**src/inc/watchdog_pkg.sv**
```systemverilog
// Package for the watchdog with clear key: register map, field
// layout, reset values, counter geometry and the carrier structs.
// Assumes a byte-wide CPU bus with a 16-bit address space.
package watchdog_pkg;

   // ==========================================================
   // Register map
   localparam logic [15:0] CONFIG_ADDR = 16'hff98;
   localparam logic [15:0] KEY_ADDR = 16'hff99;

   // ==========================================================
   // Reset values and key codes
   localparam logic [7:0] CONFIG_RESET = 8'h67;
   localparam logic [7:0] KEY_READ_VALUE = 8'h9a;
   localparam logic [7:0] KEY_CLEAR_VALUE = 8'hac;
   localparam logic [7:0] UNMAPPED_READ = 8'h00;

   // ==========================================================
   // Configuration field positions
   localparam int HALT_BIT = 4;
   localparam int SOURCE_BIT = 3;
   localparam int INTERVAL_MSB = 2;
   localparam int INTERVAL_LSB = 0;
   localparam logic [1:0] SOURCE_FIELD_OSC = 2'h0;

   // ==========================================================
   // Counter geometry: overflow bit is base exponent plus code
   localparam int COUNT_WIDTH = 21;
   localparam int OSC_BASE_EXP = 11;
   localparam int XTAL_BASE_EXP = 13;

   // ==========================================================
   // Carriers
   typedef struct packed {
      logic [15:0] addr;    // Byte address
      logic wr;             // Write strobe, one cycle
      logic rd;             // Read strobe, one cycle
      logic bit_op;         // Access is a single-bit manipulation
      logic [7:0] wdata;    // Write data
   } cpu_bus_type;

   typedef struct packed {
      logic halt;           // CPU in HALT
      logic stop;           // CPU in STOP
      logic cpu_on_crystal; // CPU clocked from the crystal
      logic settle_done;    // Oscillator settle time has elapsed
      logic osc_enabled;    // On-chip oscillator not stopped by software
      logic xtal_running;   // Crystal oscillator is running
   } power_state_type;

   typedef enum logic [2:0] {
      PHASE_RUN = 3'b001,
      PHASE_SLEEP = 3'b010,
      PHASE_SETTLE = 3'b100
   } phase_type;

endpackage : watchdog_pkg

```
**src/design/clock_edge_sync.sv**
```systemverilog
// Synchroniser for a slow clock arriving on a pin: two flip-flops,
// then a rising-edge detector giving a one-cycle enable pulse.
// Assumes the pin clock is well below half the core clock rate.
`timescale 1ns/10ps
`default_nettype none
module clock_edge_sync (
   input wire logic core_clk,   // Core clock
   input wire logic sys_rst,    // Asynchronous reset, active high
   input wire logic pin_clk,    // Slow clock from outside
   output logic rise_pulse      // One cycle per rising edge
);
   logic meta;
   logic stable;
   logic stable_d;

   // ==========================================================
   // Two-stage synchroniser; only the second stage is looked at
   always_ff @(posedge core_clk or posedge sys_rst) begin
      if (sys_rst) begin
         meta <= 1'b0;
         stable <= 1'b0;
         stable_d <= 1'b0;
      end else begin
         meta <= pin_clk;
         stable <= meta;
         stable_d <= stable;
      end
   end

   // Edge detector on the settled copy
   assign rise_pulse = stable & ~stable_d;
endmodule : clock_edge_sync
`default_nettype wire

```
**src/design/watchdog_counter.sv**
```systemverilog
// Watchdog up-counter with clear, enable and a selectable overflow
// bit. Assumes the enable is already a one-cycle tick.
`timescale 1ns/10ps
`default_nettype none
module watchdog_counter
   import watchdog_pkg::*;
#(
   parameter int WIDTH = COUNT_WIDTH
) (
   input wire logic core_clk,         // Core clock
   input wire logic sys_rst,          // Asynchronous reset, active high
   input wire logic clear,            // Return count to zero
   input wire logic tick,             // Count one source edge
   input wire logic [4:0] tap,        // Bit index that marks overflow
   output logic [WIDTH-1:0] count,    // Current count
   output logic overflow              // Selected bit reached
);
   // ==========================================================
   // Clear wins over a tick in the same cycle
   always_ff @(posedge core_clk or posedge sys_rst) begin
      if (sys_rst) begin
         count <= '0;
      end else if (clear) begin
         count <= '0;
      end else if (tick) begin
         count <= count + WIDTH'(1);
      end
   end

   // Overflow once the tapped bit has been reached
   assign overflow = count[tap];
endmodule : watchdog_counter
`default_nettype wire

```
**src/design/watchdog_core.sv**
```systemverilog
// Watchdog timer with clear key, sitting on the CPU byte bus.
// Assumes the bus strobes and power-state inputs are on core_clk and
// that both watchdog source clocks arrive as slow pin signals.
`timescale 1ns/10ps
`default_nettype none
module watchdog_core
   import watchdog_pkg::*;
#(
   parameter bit ALWAYS_RUN = 1'b0,        // Build option: watchdog cannot stop
   parameter int WIDTH = COUNT_WIDTH        // Counter width
) (
   input wire logic core_clk,                       // 25 MHz core clock
   input wire logic sys_rst,                        // Asynchronous reset, active high
   input wire watchdog_pkg::cpu_bus_type cpu_bus,   // CPU register access
   output logic [7:0] cpu_rdata,                    // Read data, registered
   input wire watchdog_pkg::power_state_type power, // CPU power and clock state
   input wire logic osc_clk_pin,                    // On-chip oscillator clock
   input wire logic xtal_clk_pin,                   // Crystal clock
   output logic wdt_reset,                          // Internal reset request pulse
   output logic [WIDTH-1:0] wdt_count               // Counter value, for observation
);
   import watchdog_pkg::*;

   // ==========================================================
   // Declarations
   logic osc_tick;
   logic xtal_tick;
   logic [7:0] watchdog_config;
   logic config_written;
   logic halt_stopped;
   logic pending_reset;
   logic stop_on_crystal;
   logic cpu_was_on_crystal;
   phase_type phase;
   phase_type next_phase;
   logic use_crystal;
   logic source_active;
   logic source_tick;
   logic count_tick;
   logic overflow;
   logic [4:0] tap;
   logic config_hit;
   logic key_hit;
   logic config_first;
   logic config_second;
   logic key_good;
   logic key_bad;
   logic illegal;
   logic counter_clear;
   logic [7:0] next_config;

   // ==========================================================
   // Functions
   // Overflow bit index for an interval code and a source
   function automatic logic [4:0] overflow_tap(input logic [2:0] code,
                                               input logic crystal);
      logic [4:0] base;
      base = crystal ? 5'(XTAL_BASE_EXP) : 5'(OSC_BASE_EXP);
      return base + {2'h0, code};
   endfunction : overflow_tap

   // Forces the source field when the build option fixes it
   function automatic logic [7:0] accept_config(input logic [7:0] value);
      logic [7:0] result;
      result = value;
      if (ALWAYS_RUN) begin
         result[HALT_BIT:SOURCE_BIT] = SOURCE_FIELD_OSC;
      end
      return result;
   endfunction : accept_config

   // ==========================================================
   // Source clock synchronisers; pins are foreign to core_clk
   clock_edge_sync osc_sync (
      .core_clk(core_clk),
      .sys_rst(sys_rst),
      .pin_clk(osc_clk_pin),
      .rise_pulse(osc_tick)
   );

   clock_edge_sync xtal_sync (
      .core_clk(core_clk),
      .sys_rst(sys_rst),
      .pin_clk(xtal_clk_pin),
      .rise_pulse(xtal_tick)
   );

   // ==========================================================
   // Bus decode
   // A single-bit write to the config register is not a legal
   // way to set it, so it is simply not taken.
   assign config_hit = cpu_bus.addr == CONFIG_ADDR;
   assign key_hit = cpu_bus.addr == KEY_ADDR;
   assign config_first = cpu_bus.wr & config_hit & ~cpu_bus.bit_op & ~config_written;
   assign config_second = cpu_bus.wr & config_hit & ~cpu_bus.bit_op & config_written;
   assign key_good = cpu_bus.wr & key_hit & ~cpu_bus.bit_op
                     & (cpu_bus.wdata == KEY_CLEAR_VALUE);
   // Any single-bit touch of the key register, read or write, counts as misuse
   assign key_bad = key_hit & ((cpu_bus.bit_op & (cpu_bus.wr | cpu_bus.rd))
                    | (cpu_bus.wr & ~cpu_bus.bit_op
                       & (cpu_bus.wdata != KEY_CLEAR_VALUE)));
   assign illegal = config_second | key_bad;

   // ==========================================================
   // Configuration register: reset value, then one write only
   assign next_config = accept_config(cpu_bus.wdata);

   always_ff @(posedge core_clk or posedge sys_rst) begin
      if (sys_rst) begin
         watchdog_config <= CONFIG_RESET;
         config_written <= 1'b0;
      end else if (config_first) begin
         watchdog_config <= next_config;
         config_written <= 1'b1;
      end
   end

   // ==========================================================
   // Halt-stop latch
   // Kept separately from the config bit so that nothing can
   // bring a halted watchdog back short of a chip reset.
   always_ff @(posedge core_clk or posedge sys_rst) begin
      if (sys_rst) begin
         halt_stopped <= 1'b0;
      end else if (!ALWAYS_RUN && config_first && next_config[HALT_BIT]) begin
         halt_stopped <= 1'b1;
      end
   end

   // ==========================================================
   // Source selection and activity
   assign use_crystal = ~ALWAYS_RUN & watchdog_config[SOURCE_BIT];
   assign source_tick = use_crystal ? xtal_tick : osc_tick;

   // The source counts as halted while its clock is withheld from
   // the watchdog; deferred resets wait for this to come back.
   always_comb begin
      if (ALWAYS_RUN) begin
         source_active = 1'b1;
      end else if (halt_stopped) begin
         source_active = 1'b0;
      end else if (power.halt || power.stop || phase != PHASE_RUN) begin
         source_active = 1'b0;
      end else if (use_crystal) begin
         source_active = power.xtal_running;
      end else begin
         source_active = power.osc_enabled;
      end
   end

   // ==========================================================
   // STOP tracking: note the clocks on entry, hold after release
   always_ff @(posedge core_clk or posedge sys_rst) begin
      if (sys_rst) begin
         stop_on_crystal <= 1'b0;
         cpu_was_on_crystal <= 1'b0;
      end else if (phase == PHASE_RUN && power.stop) begin
         stop_on_crystal <= use_crystal;
         cpu_was_on_crystal <= power.cpu_on_crystal;
      end
   end

   always_comb begin
      next_phase = phase;
      case (phase)
         PHASE_RUN: begin
            if (!ALWAYS_RUN && power.stop) begin
               next_phase = PHASE_SLEEP;
            end
         end
         PHASE_SLEEP: begin
            if (!power.stop) begin
               // An oscillator source picks up at once on release
               next_phase = stop_on_crystal ? PHASE_SETTLE : PHASE_RUN;
            end
         end
         PHASE_SETTLE: begin
            if (power.settle_done) begin
               next_phase = PHASE_RUN;
            end else if (!cpu_was_on_crystal && power.cpu_on_crystal) begin
               next_phase = PHASE_RUN;
            end
         end
         default: begin
            next_phase = PHASE_RUN;
         end
      endcase
   end

   always_ff @(posedge core_clk or posedge sys_rst) begin
      if (sys_rst) begin
         phase <= PHASE_RUN;
      end else begin
         phase <= next_phase;
      end
   end

   // ==========================================================
   // Counter
   // The count is never cleared by HALT or STOP, only frozen;
   // a key or accepted config write clears it outright.
   assign count_tick = source_tick & source_active;
   assign counter_clear = key_good | config_first;
   assign tap = overflow_tap(watchdog_config[INTERVAL_MSB:INTERVAL_LSB], use_crystal);

   watchdog_counter #(
      .WIDTH(WIDTH)
   ) counter (
      .core_clk(core_clk),
      .sys_rst(sys_rst),
      .clear(counter_clear),
      .tick(count_tick),
      .tap(tap),
      .count(wdt_count),
      .overflow(overflow)
   );

   // ==========================================================
   // Deferred misuse
   // Misuse seen while the source is held is remembered and fired
   // when the source returns; a halt-stop throws it away.
   always_ff @(posedge core_clk or posedge sys_rst) begin
      if (sys_rst) begin
         pending_reset <= 1'b0;
      end else if (halt_stopped) begin
         pending_reset <= 1'b0;
      end else if (illegal && !source_active) begin
         pending_reset <= 1'b1;
      end else if (source_active) begin
         pending_reset <= 1'b0;
      end
   end

   // ==========================================================
   // Internal reset request, one cycle wide for misuse, held high while overflow lasts
   // The chip reset that follows also clears this block, so the
   // pulse may repeat until that happens; that is harmless.
   always_ff @(posedge core_clk or posedge sys_rst) begin
      if (sys_rst) begin
         wdt_reset <= 1'b0;
      end else if (halt_stopped) begin
         wdt_reset <= 1'b0;
      end else if (overflow && source_active) begin
         wdt_reset <= 1'b1;
      end else if (illegal && source_active) begin
         wdt_reset <= 1'b1;
      end else if (pending_reset && source_active) begin
         wdt_reset <= 1'b1;
      end else begin
         wdt_reset <= 1'b0;
      end
   end

   // ==========================================================
   // Read data
   // The key register has no storage: it always shows its reset
   // value, whatever was last written.
   always_ff @(posedge core_clk or posedge sys_rst) begin
      if (sys_rst) begin
         cpu_rdata <= UNMAPPED_READ;
      end else if (cpu_bus.rd) begin
         if (config_hit) begin
            cpu_rdata <= watchdog_config;
         end else if (key_hit) begin
            cpu_rdata <= KEY_READ_VALUE;
         end else begin
            cpu_rdata <= UNMAPPED_READ;
         end
      end
   end

   // Constant key value stands in for the register's reset load
   // and is what every read of that address returns.
   // is met by KEY_READ_VALUE being fixed at 0x9a.
   // rests on software; bits 7:5 are stored as written.
   // rests on software servicing in STOP under ALWAYS_RUN.

endmodule : watchdog_core
`default_nettype wire

```
**config.mk**
```make
export PLATFORM = sky130hd
export DESIGN_NAME = watchdog_core
export DESIGN_NICKNAME = d
export VERILOG_FILES = /design/src/inc/watchdog_pkg.sv /design/src/design/clock_edge_sync.sv /design/src/design/watchdog_counter.sv /design/src/design/watchdog_core.sv
export SDC_FILE = /design/constraint.sdc
export NUM_CORES = 1
export LEC_CHECK = 0
export CAP_MARGIN = 20
export CORE_MARGIN = 1
export CORE_UTILIZATION = 40
export CTS_CLUSTER_DIAMETER = 30
export DETAILED_ROUTE_END_ITERATION = 8
export DONT_BUFFER_PORTS = 1
export GPL_TIMING_DRIVEN = 0
export HOLD_SLACK_MARGIN = 0.12
export PLACE_DENSITY_LB_ADDON = 0.08
export RECOVER_POWER = 25
export SYNTH_ARGS = -nofsm -noshare
export SYNTH_HDL_FRONTEND = slang
export SYNTH_SLANG_ARGS = --single-unit
```
**constraint.sdc**
```tcl
create_clock -name core_clk -period 4.2 [get_ports core_clk]
set_clock_uncertainty 0.2 [all_clocks]
set_input_delay 0.84 -clock core_clk [delete_from_list [all_inputs] [get_ports core_clk]]
set_output_delay 0.84 -clock core_clk [all_outputs]
set_load 0.005 [all_outputs]
```
# == After elaboration in Yosys (flattened, before gate mapping) ==
# Cells that the tools add are included.
# op_classes
n_bitwise,22
eq_ne,11
order_cmp,1
addsub,2
n_mux,24
n_reduce_logical,14
# ops
operator,n
21-bit 2-to-1 mux,2
"16-bit == test, second input constant",2
"21-bit by 1-bit adder with 21-bit output, second input constant",1
3-bit 2-to-1 mux,6
8-bit 2-to-1 mux,2
1-bit bitwise AND,14
1-bit 2-to-1 mux,12
3-bit one-hot mux with 3 select lines,1
"8-bit == test, second input constant",1
"8-bit inequality test, second input constant",1
1-bit logical AND,7
"5-bit by 6-bit < comparator with 1-bit output, second input constant",1
4-bit by 3-bit adder with 5-bit output,1
1-bit binary-select mux with 5-bit select,1
"2-bit inequality test, second input constant",2
1-bit NOT,4
1-bit bitwise OR,4
"3-bit by 1-bit == test with 1-bit output, second input constant",1
"3-bit by 2-bit == test with 1-bit output, second input constant",1
"3-bit == test, second input constant",1
"3-bit by 1-bit inequality test with 1-bit output, second input constant",1
"3-bit inequality test, second input constant",1
3-bit AND reduction,1
3-bit nonzero test,1
other kinds (3),5
# totals
out_inout_bits,30
reg_bits,52

# == Depth between registers and ports, before layout ==
# logic_depth
ltp_word,10
mapped_depth,10
ltp_nobuf,8

# == By module ==
# Synthesis repeated with hierarchy kept, for this count alone.
# unflattened
cells_unflattened,257
hier_area_um2,2773.9
# by_module_without_submodules
module,cells_each,area_per_inst_um2,n_inst,seq_area_each_um2
watchdog_core,117,1302.5,1,633.1
watchdog_counter,130,1286.2,1,525.5
clock_edge_sync,5,92.6,2,75.1

# == Least setup slack after synthesis ==
# No wires, ideal clock.
# synth_path
path_kind,register to register
startpoint,register watchdog_config[0]
endpoint,register wdt_reset
arrival_time_ps,2884
n_path_buf,2
required_ps,3871
stages_incl_launch_ff,10
synth_period_minus_slack_ps,3213
setup_slack_ps,987
path_cell_list,dfstp_2 > clkbuf_1 > inv_1 > fa_1 > fa_1 > clkbuf_1 > mux2_2 > or3_1 > nand4_1 > a31oi_1
# synth_between
elab_chain_len,6
# synth_lines
element,line,rtl
from (decl),watchdog_core.sv:28,logic [7:0] watchdog_config;
from (signal assigned),watchdog_core.sv:113,watchdog_config <= next_config;
4-bit by 3-bit adder with 5-bit output,watchdog_core.sv:59,"return base + {2'h0, code};"
1-bit binary-select mux with 5-bit select,watchdog_counter.sv:31,assign overflow = count[tap];
1-bit 2-to-1 mux (implied by the code),watchdog_counter.sv:31,
1-bit logical AND,watchdog_core.sv:243,end else if (overflow && source_active) begin
1-bit 2-to-1 mux,watchdog_core.sv:243,
1-bit 2-to-1 mux,watchdog_core.sv:241,end else if (halt_stopped) begin
to (signal assigned),watchdog_core.sv:240,wdt_reset <= 1'b0;
to (signal assigned),watchdog_core.sv:242,wdt_reset <= 1'b0;
to (signal assigned),watchdog_core.sv:244,wdt_reset <= 1'b1;
to (decl),watchdog_core.sv:19,"output logic wdt_reset,"
# Every way passes these cells. The select of a mux whose other input is x is not followed.
# A chain may end at the register's enable or synchronous reset.

# == Final worst setup path ==
# Same ends and word-level chain as after synthesis.

==> impl_metrics.env <==
export IMPL_status="finished with violations"
export IMPL_violations="max-capacitance violations, max-slew violations"
export IMPL_clockRootBuffer="clkbuf_8"
export IMPL_worst_pin_slew_ns=1.75
export IMPL_finalMaxSlewViolations=34
export IMPL_fin_nets=321
export IMPL_final_util_pct=45.9
export IMPL_drtPass1Iterations=4
export IMPL_required_ns=4.21
export IMPL_place_gp_congestion=0.786
export IMPL_yosysMostFrequentCell="dfrtp_1"
export IMPL_synth_edf_count=0
export IMPL_placed_cells=349
export IMPL_clkTransAtPathRegs_ns=0.11
export IMPL_core_mm2=0.00649
export IMPL_critical_path_startpoint="watchdog_config[0]"
export IMPL_syn_inst=271
export IMPL_path_buf_inv=3
export IMPL_insertion_delay_ns=0.31
export IMPL_yosysTopAreaCellShare_pct=41.6
export IMPL_whs_ns=0.156
export IMPL_synthFlopType="dfrtp_1"
export IMPL_min_path_type="reg2reg"
export IMPL_cts_sinks=52
export IMPL_criticalPathCategory="reg2reg"
export IMPL_grt_use_total_pct=18.0
export IMPL_post_dp_cell_area_mm2=0.00288
export IMPL_drc_errors=0
export IMPL_hold_buffers=0
export IMPL_peakVddDrop_mv=0.153
export IMPL_register_area_mm2=0.00131
export IMPL_start_kind="flop"
export IMPL_die_area_mm2=0.00725
export IMPL_routed_wl_mm=6.07
export IMPL_antenna_cells=0
export IMPL_ys_seq_area_share_pct=47.3
export IMPL_cts_max_path_buffers=2
export IMPL_hp_start="osc_sync.meta"
export IMPL_cp_arrival_ns=3.70
export IMPL_ys_warn_count=0
export IMPL_slowest_stage="dfstp_2"
export IMPL_path_max_fanout=9
export IMPL_synth_avg_cell_area_um2=10.2
export IMPL_antenna_found_initial=0
export IMPL_grt_pass1_wl_mm=10.1
export IMPL_drv_cap=1
export IMPL_p_per_area_mw_per_mm2=323
export IMPL_drive_above_1_share_pct=12.5
export IMPL_initial_core_util_pct=42.6
export IMPL_path_cells="clkbuf_1, inv_1, fa_1, fa_1, clkbuf_1, mux2i_1, a21o_1, a311oi_1, o211ai_1, a31oi_1"
export IMPL_hold_violations=0
export IMPL_tns_ns=0
export IMPL_rows=29
export IMPL_port_buffers=0
export IMPL_cp_top_family="adder cells"
export IMPL_die_w_um=85.1
export IMPL_fin_crit_sh_pct=87.7
export IMPL_design_area_mm2=0.00298
export IMPL_synth_top_cells_by_area="dfrtp_1 42%, dfstp_2 5.7%, mux2_2 5.3%, nor2_1 3.8%, xnor2_1 3.2%"
export IMPL_dieHeight_um=85.1
export IMPL_place_hpwl_mm=4.52
export IMPL_async_flop_share_pct=100
export IMPL_r2r_start="watchdog_config[0]"
export IMPL_vias_per_cell=5.78
export IMPL_io_pins=67
export IMPL_slowest_delay_ns=0.53
export IMPL_overflow=0
export IMPL_post_route_min_period_ns=3.68
export IMPL_post_cts_setup_buffer_count=0
export IMPL_grt_pass1_vias=2011
export IMPL_grt_setup_unrepaired="false"
export IMPL_area_delta_synth_final_pct=7.78
export IMPL_cts_resized_gates=0
export IMPL_max_slew_margin_pct=-16.4
export IMPL_synth_common_cells="46 x dfrtp_1, 28 x nor2_1, 15 x a21oi_1, 15 x inv_1, 15 x nand3_1"
export IMPL_cp_end_kind="flop"
export IMPL_reg2reg_slack_ns=0.52
export IMPL_syn_cell_area_mm2=0.00277
export IMPL_routedWlPerCell_um=17.0
export IMPL_vias=2063
export IMPL_drtIter0Drc=103
export IMPL_multi_input_area_mm2=0.00136
export IMPL_p_leak_nw=1.23
export IMPL_grt_max_degree=34
export IMPL_cts_made_buffers=5
export IMPL_timing_fmax_mhz=271
export IMPL_yosysTopAreaCell="dfrtp_1"
export IMPL_synth_nets=313
export IMPL_fill_cells=620
export IMPL_antenna_left=0
export IMPL_synth_seq_cells=52
export IMPL_synth_cell_type_count=51
export IMPL_fin_cells=357
export IMPL_htreeDepth=2
export IMPL_setup_violations=0
export IMPL_cts_tree="yes"
==> layout make-up <==
cell class | instances | share of cell area, %
multi-input combinational | 195 | 45.6
sequential | 52 | 43.9
tap | 77 | 3.23
clock buffer | 5 | 2.31
inverter | 15 | 1.89
clock inverter | 3 | 1.55
buffer | 9 | 1.39
timing repair buffer | 1 | 0.126
==> per-stage QoR <==
| step | setup WS (ns) | power, W |
|---|---|---|
| detailed placement | 0.557 | 0.000621 |
| floorplan | 0.987 | 0.000599 |
| global route | 0.308 | 0.00101 |
| global placement | 0.573 | 0.000617 |
| CTS | 0.511 | 0.000981 |
| finish | 0.515 | 0.000964 |
==> layer usage <==
metal | share of wire, % | up-vias | global-route usage [%]
li1 | - | 999 | -
met1 | 49 | 983 | 25.9
met2 | 43 | 72 | 26.5
met3 | 5.8 | 9 | 4.86
met4 | 1.7 | 0 | 5.24
met5 | 0 | - | 0
==> power by group <==
| part | internal [W] | switching (W) | leakage (nW) |
|---|---|---|---|
| Clock | 0.000180 | 0.000176 | 0.0548 |
| Combinational | 0.0000234 | 0.0000330 | 0.506 |
| Sequential | 0.000520 | 0.0000319 | 0.673 |
| Total | 0.000723 | 0.000241 | 1.23 |
==> kinds of logic after synthesis <==
kind of cell	count (synthesis)	synth area share, %
AOI/OAI and AO/OA	44	10.7
xor gates and xnor gates	19	6.02
adders and majority gates	5	2.81
buffers and inverters	24	3.53
DFF	52	47.3
muxes	18	7.56
and+or+nand+nor	109	22.1
==> path summary, 6_finish.rpt <==
check,endpoint,depth (start not counted)
worst max-delay path,wdt_reset,10
worst min-delay path,osc_sync.stable,0
worst max register to register,wdt_reset,10
worst min register to register,osc_sync.stable,0
max in group asynchronous,counter.count[17],2
min in group asynchronous,xtal_sync.meta,1
==> registers in the layout (all words and copies together), names as in the netlist <==
| signal | flops |
|---|---|
| config_written | 1 |
| counter.count | 21 |
| cpu_rdata | 8 |
| cpu_was_on_crystal | 1 |
| halt_stopped | 1 |
| osc_sync.meta | 1 |
| osc_sync.stable | 1 |
| osc_sync.stable_d | 1 |
| pending_reset | 1 |
| phase | 3 |
| stop_on_crystal | 1 |
| watchdog_config | 8 |
| wdt_reset | 1 |
| xtal_sync.meta | 1 |
| xtal_sync.stable | 1 |
| xtal_sync.stable_d | 1 |
==> cell usage in the layout, fill, tap and decap left out, types with 2 or more instances in the layout <==
master    netlist  routed
mux2i_1         4       4
o21ai_0         8       8
o211ai_1        2       2
and2_1          4       4
nand2_1        12      12
ha_1            3       3
buf_4           2       2
inv_1          15      15
and4_1          3       3
nand4_1        11      11
nor4b_1         2       2
a31oi_1         2       2
nor2b_1         4       4
clkbuf_8        0       5
nand3_1        15      15
xnor2_1        10      10
xor2_1          9       9
o2111a_1        2       2
a21o_1          3       3
clkbuf_1        7       8
nor4_1          4       4
a311oi_1        2       2
fa_1            2       2
dfstp_2         6       5
mux2_2         13      13
nand2b_1        3       3
nor3_1          7       7
or4_1           2       2
and3_1          2       2
nand4b_1        3       3
nor4_2          2       2
nor2_1         28      28
a21oi_1        15      15
dfrtp_1        46      46
Power figures use the tool's default switching activity.
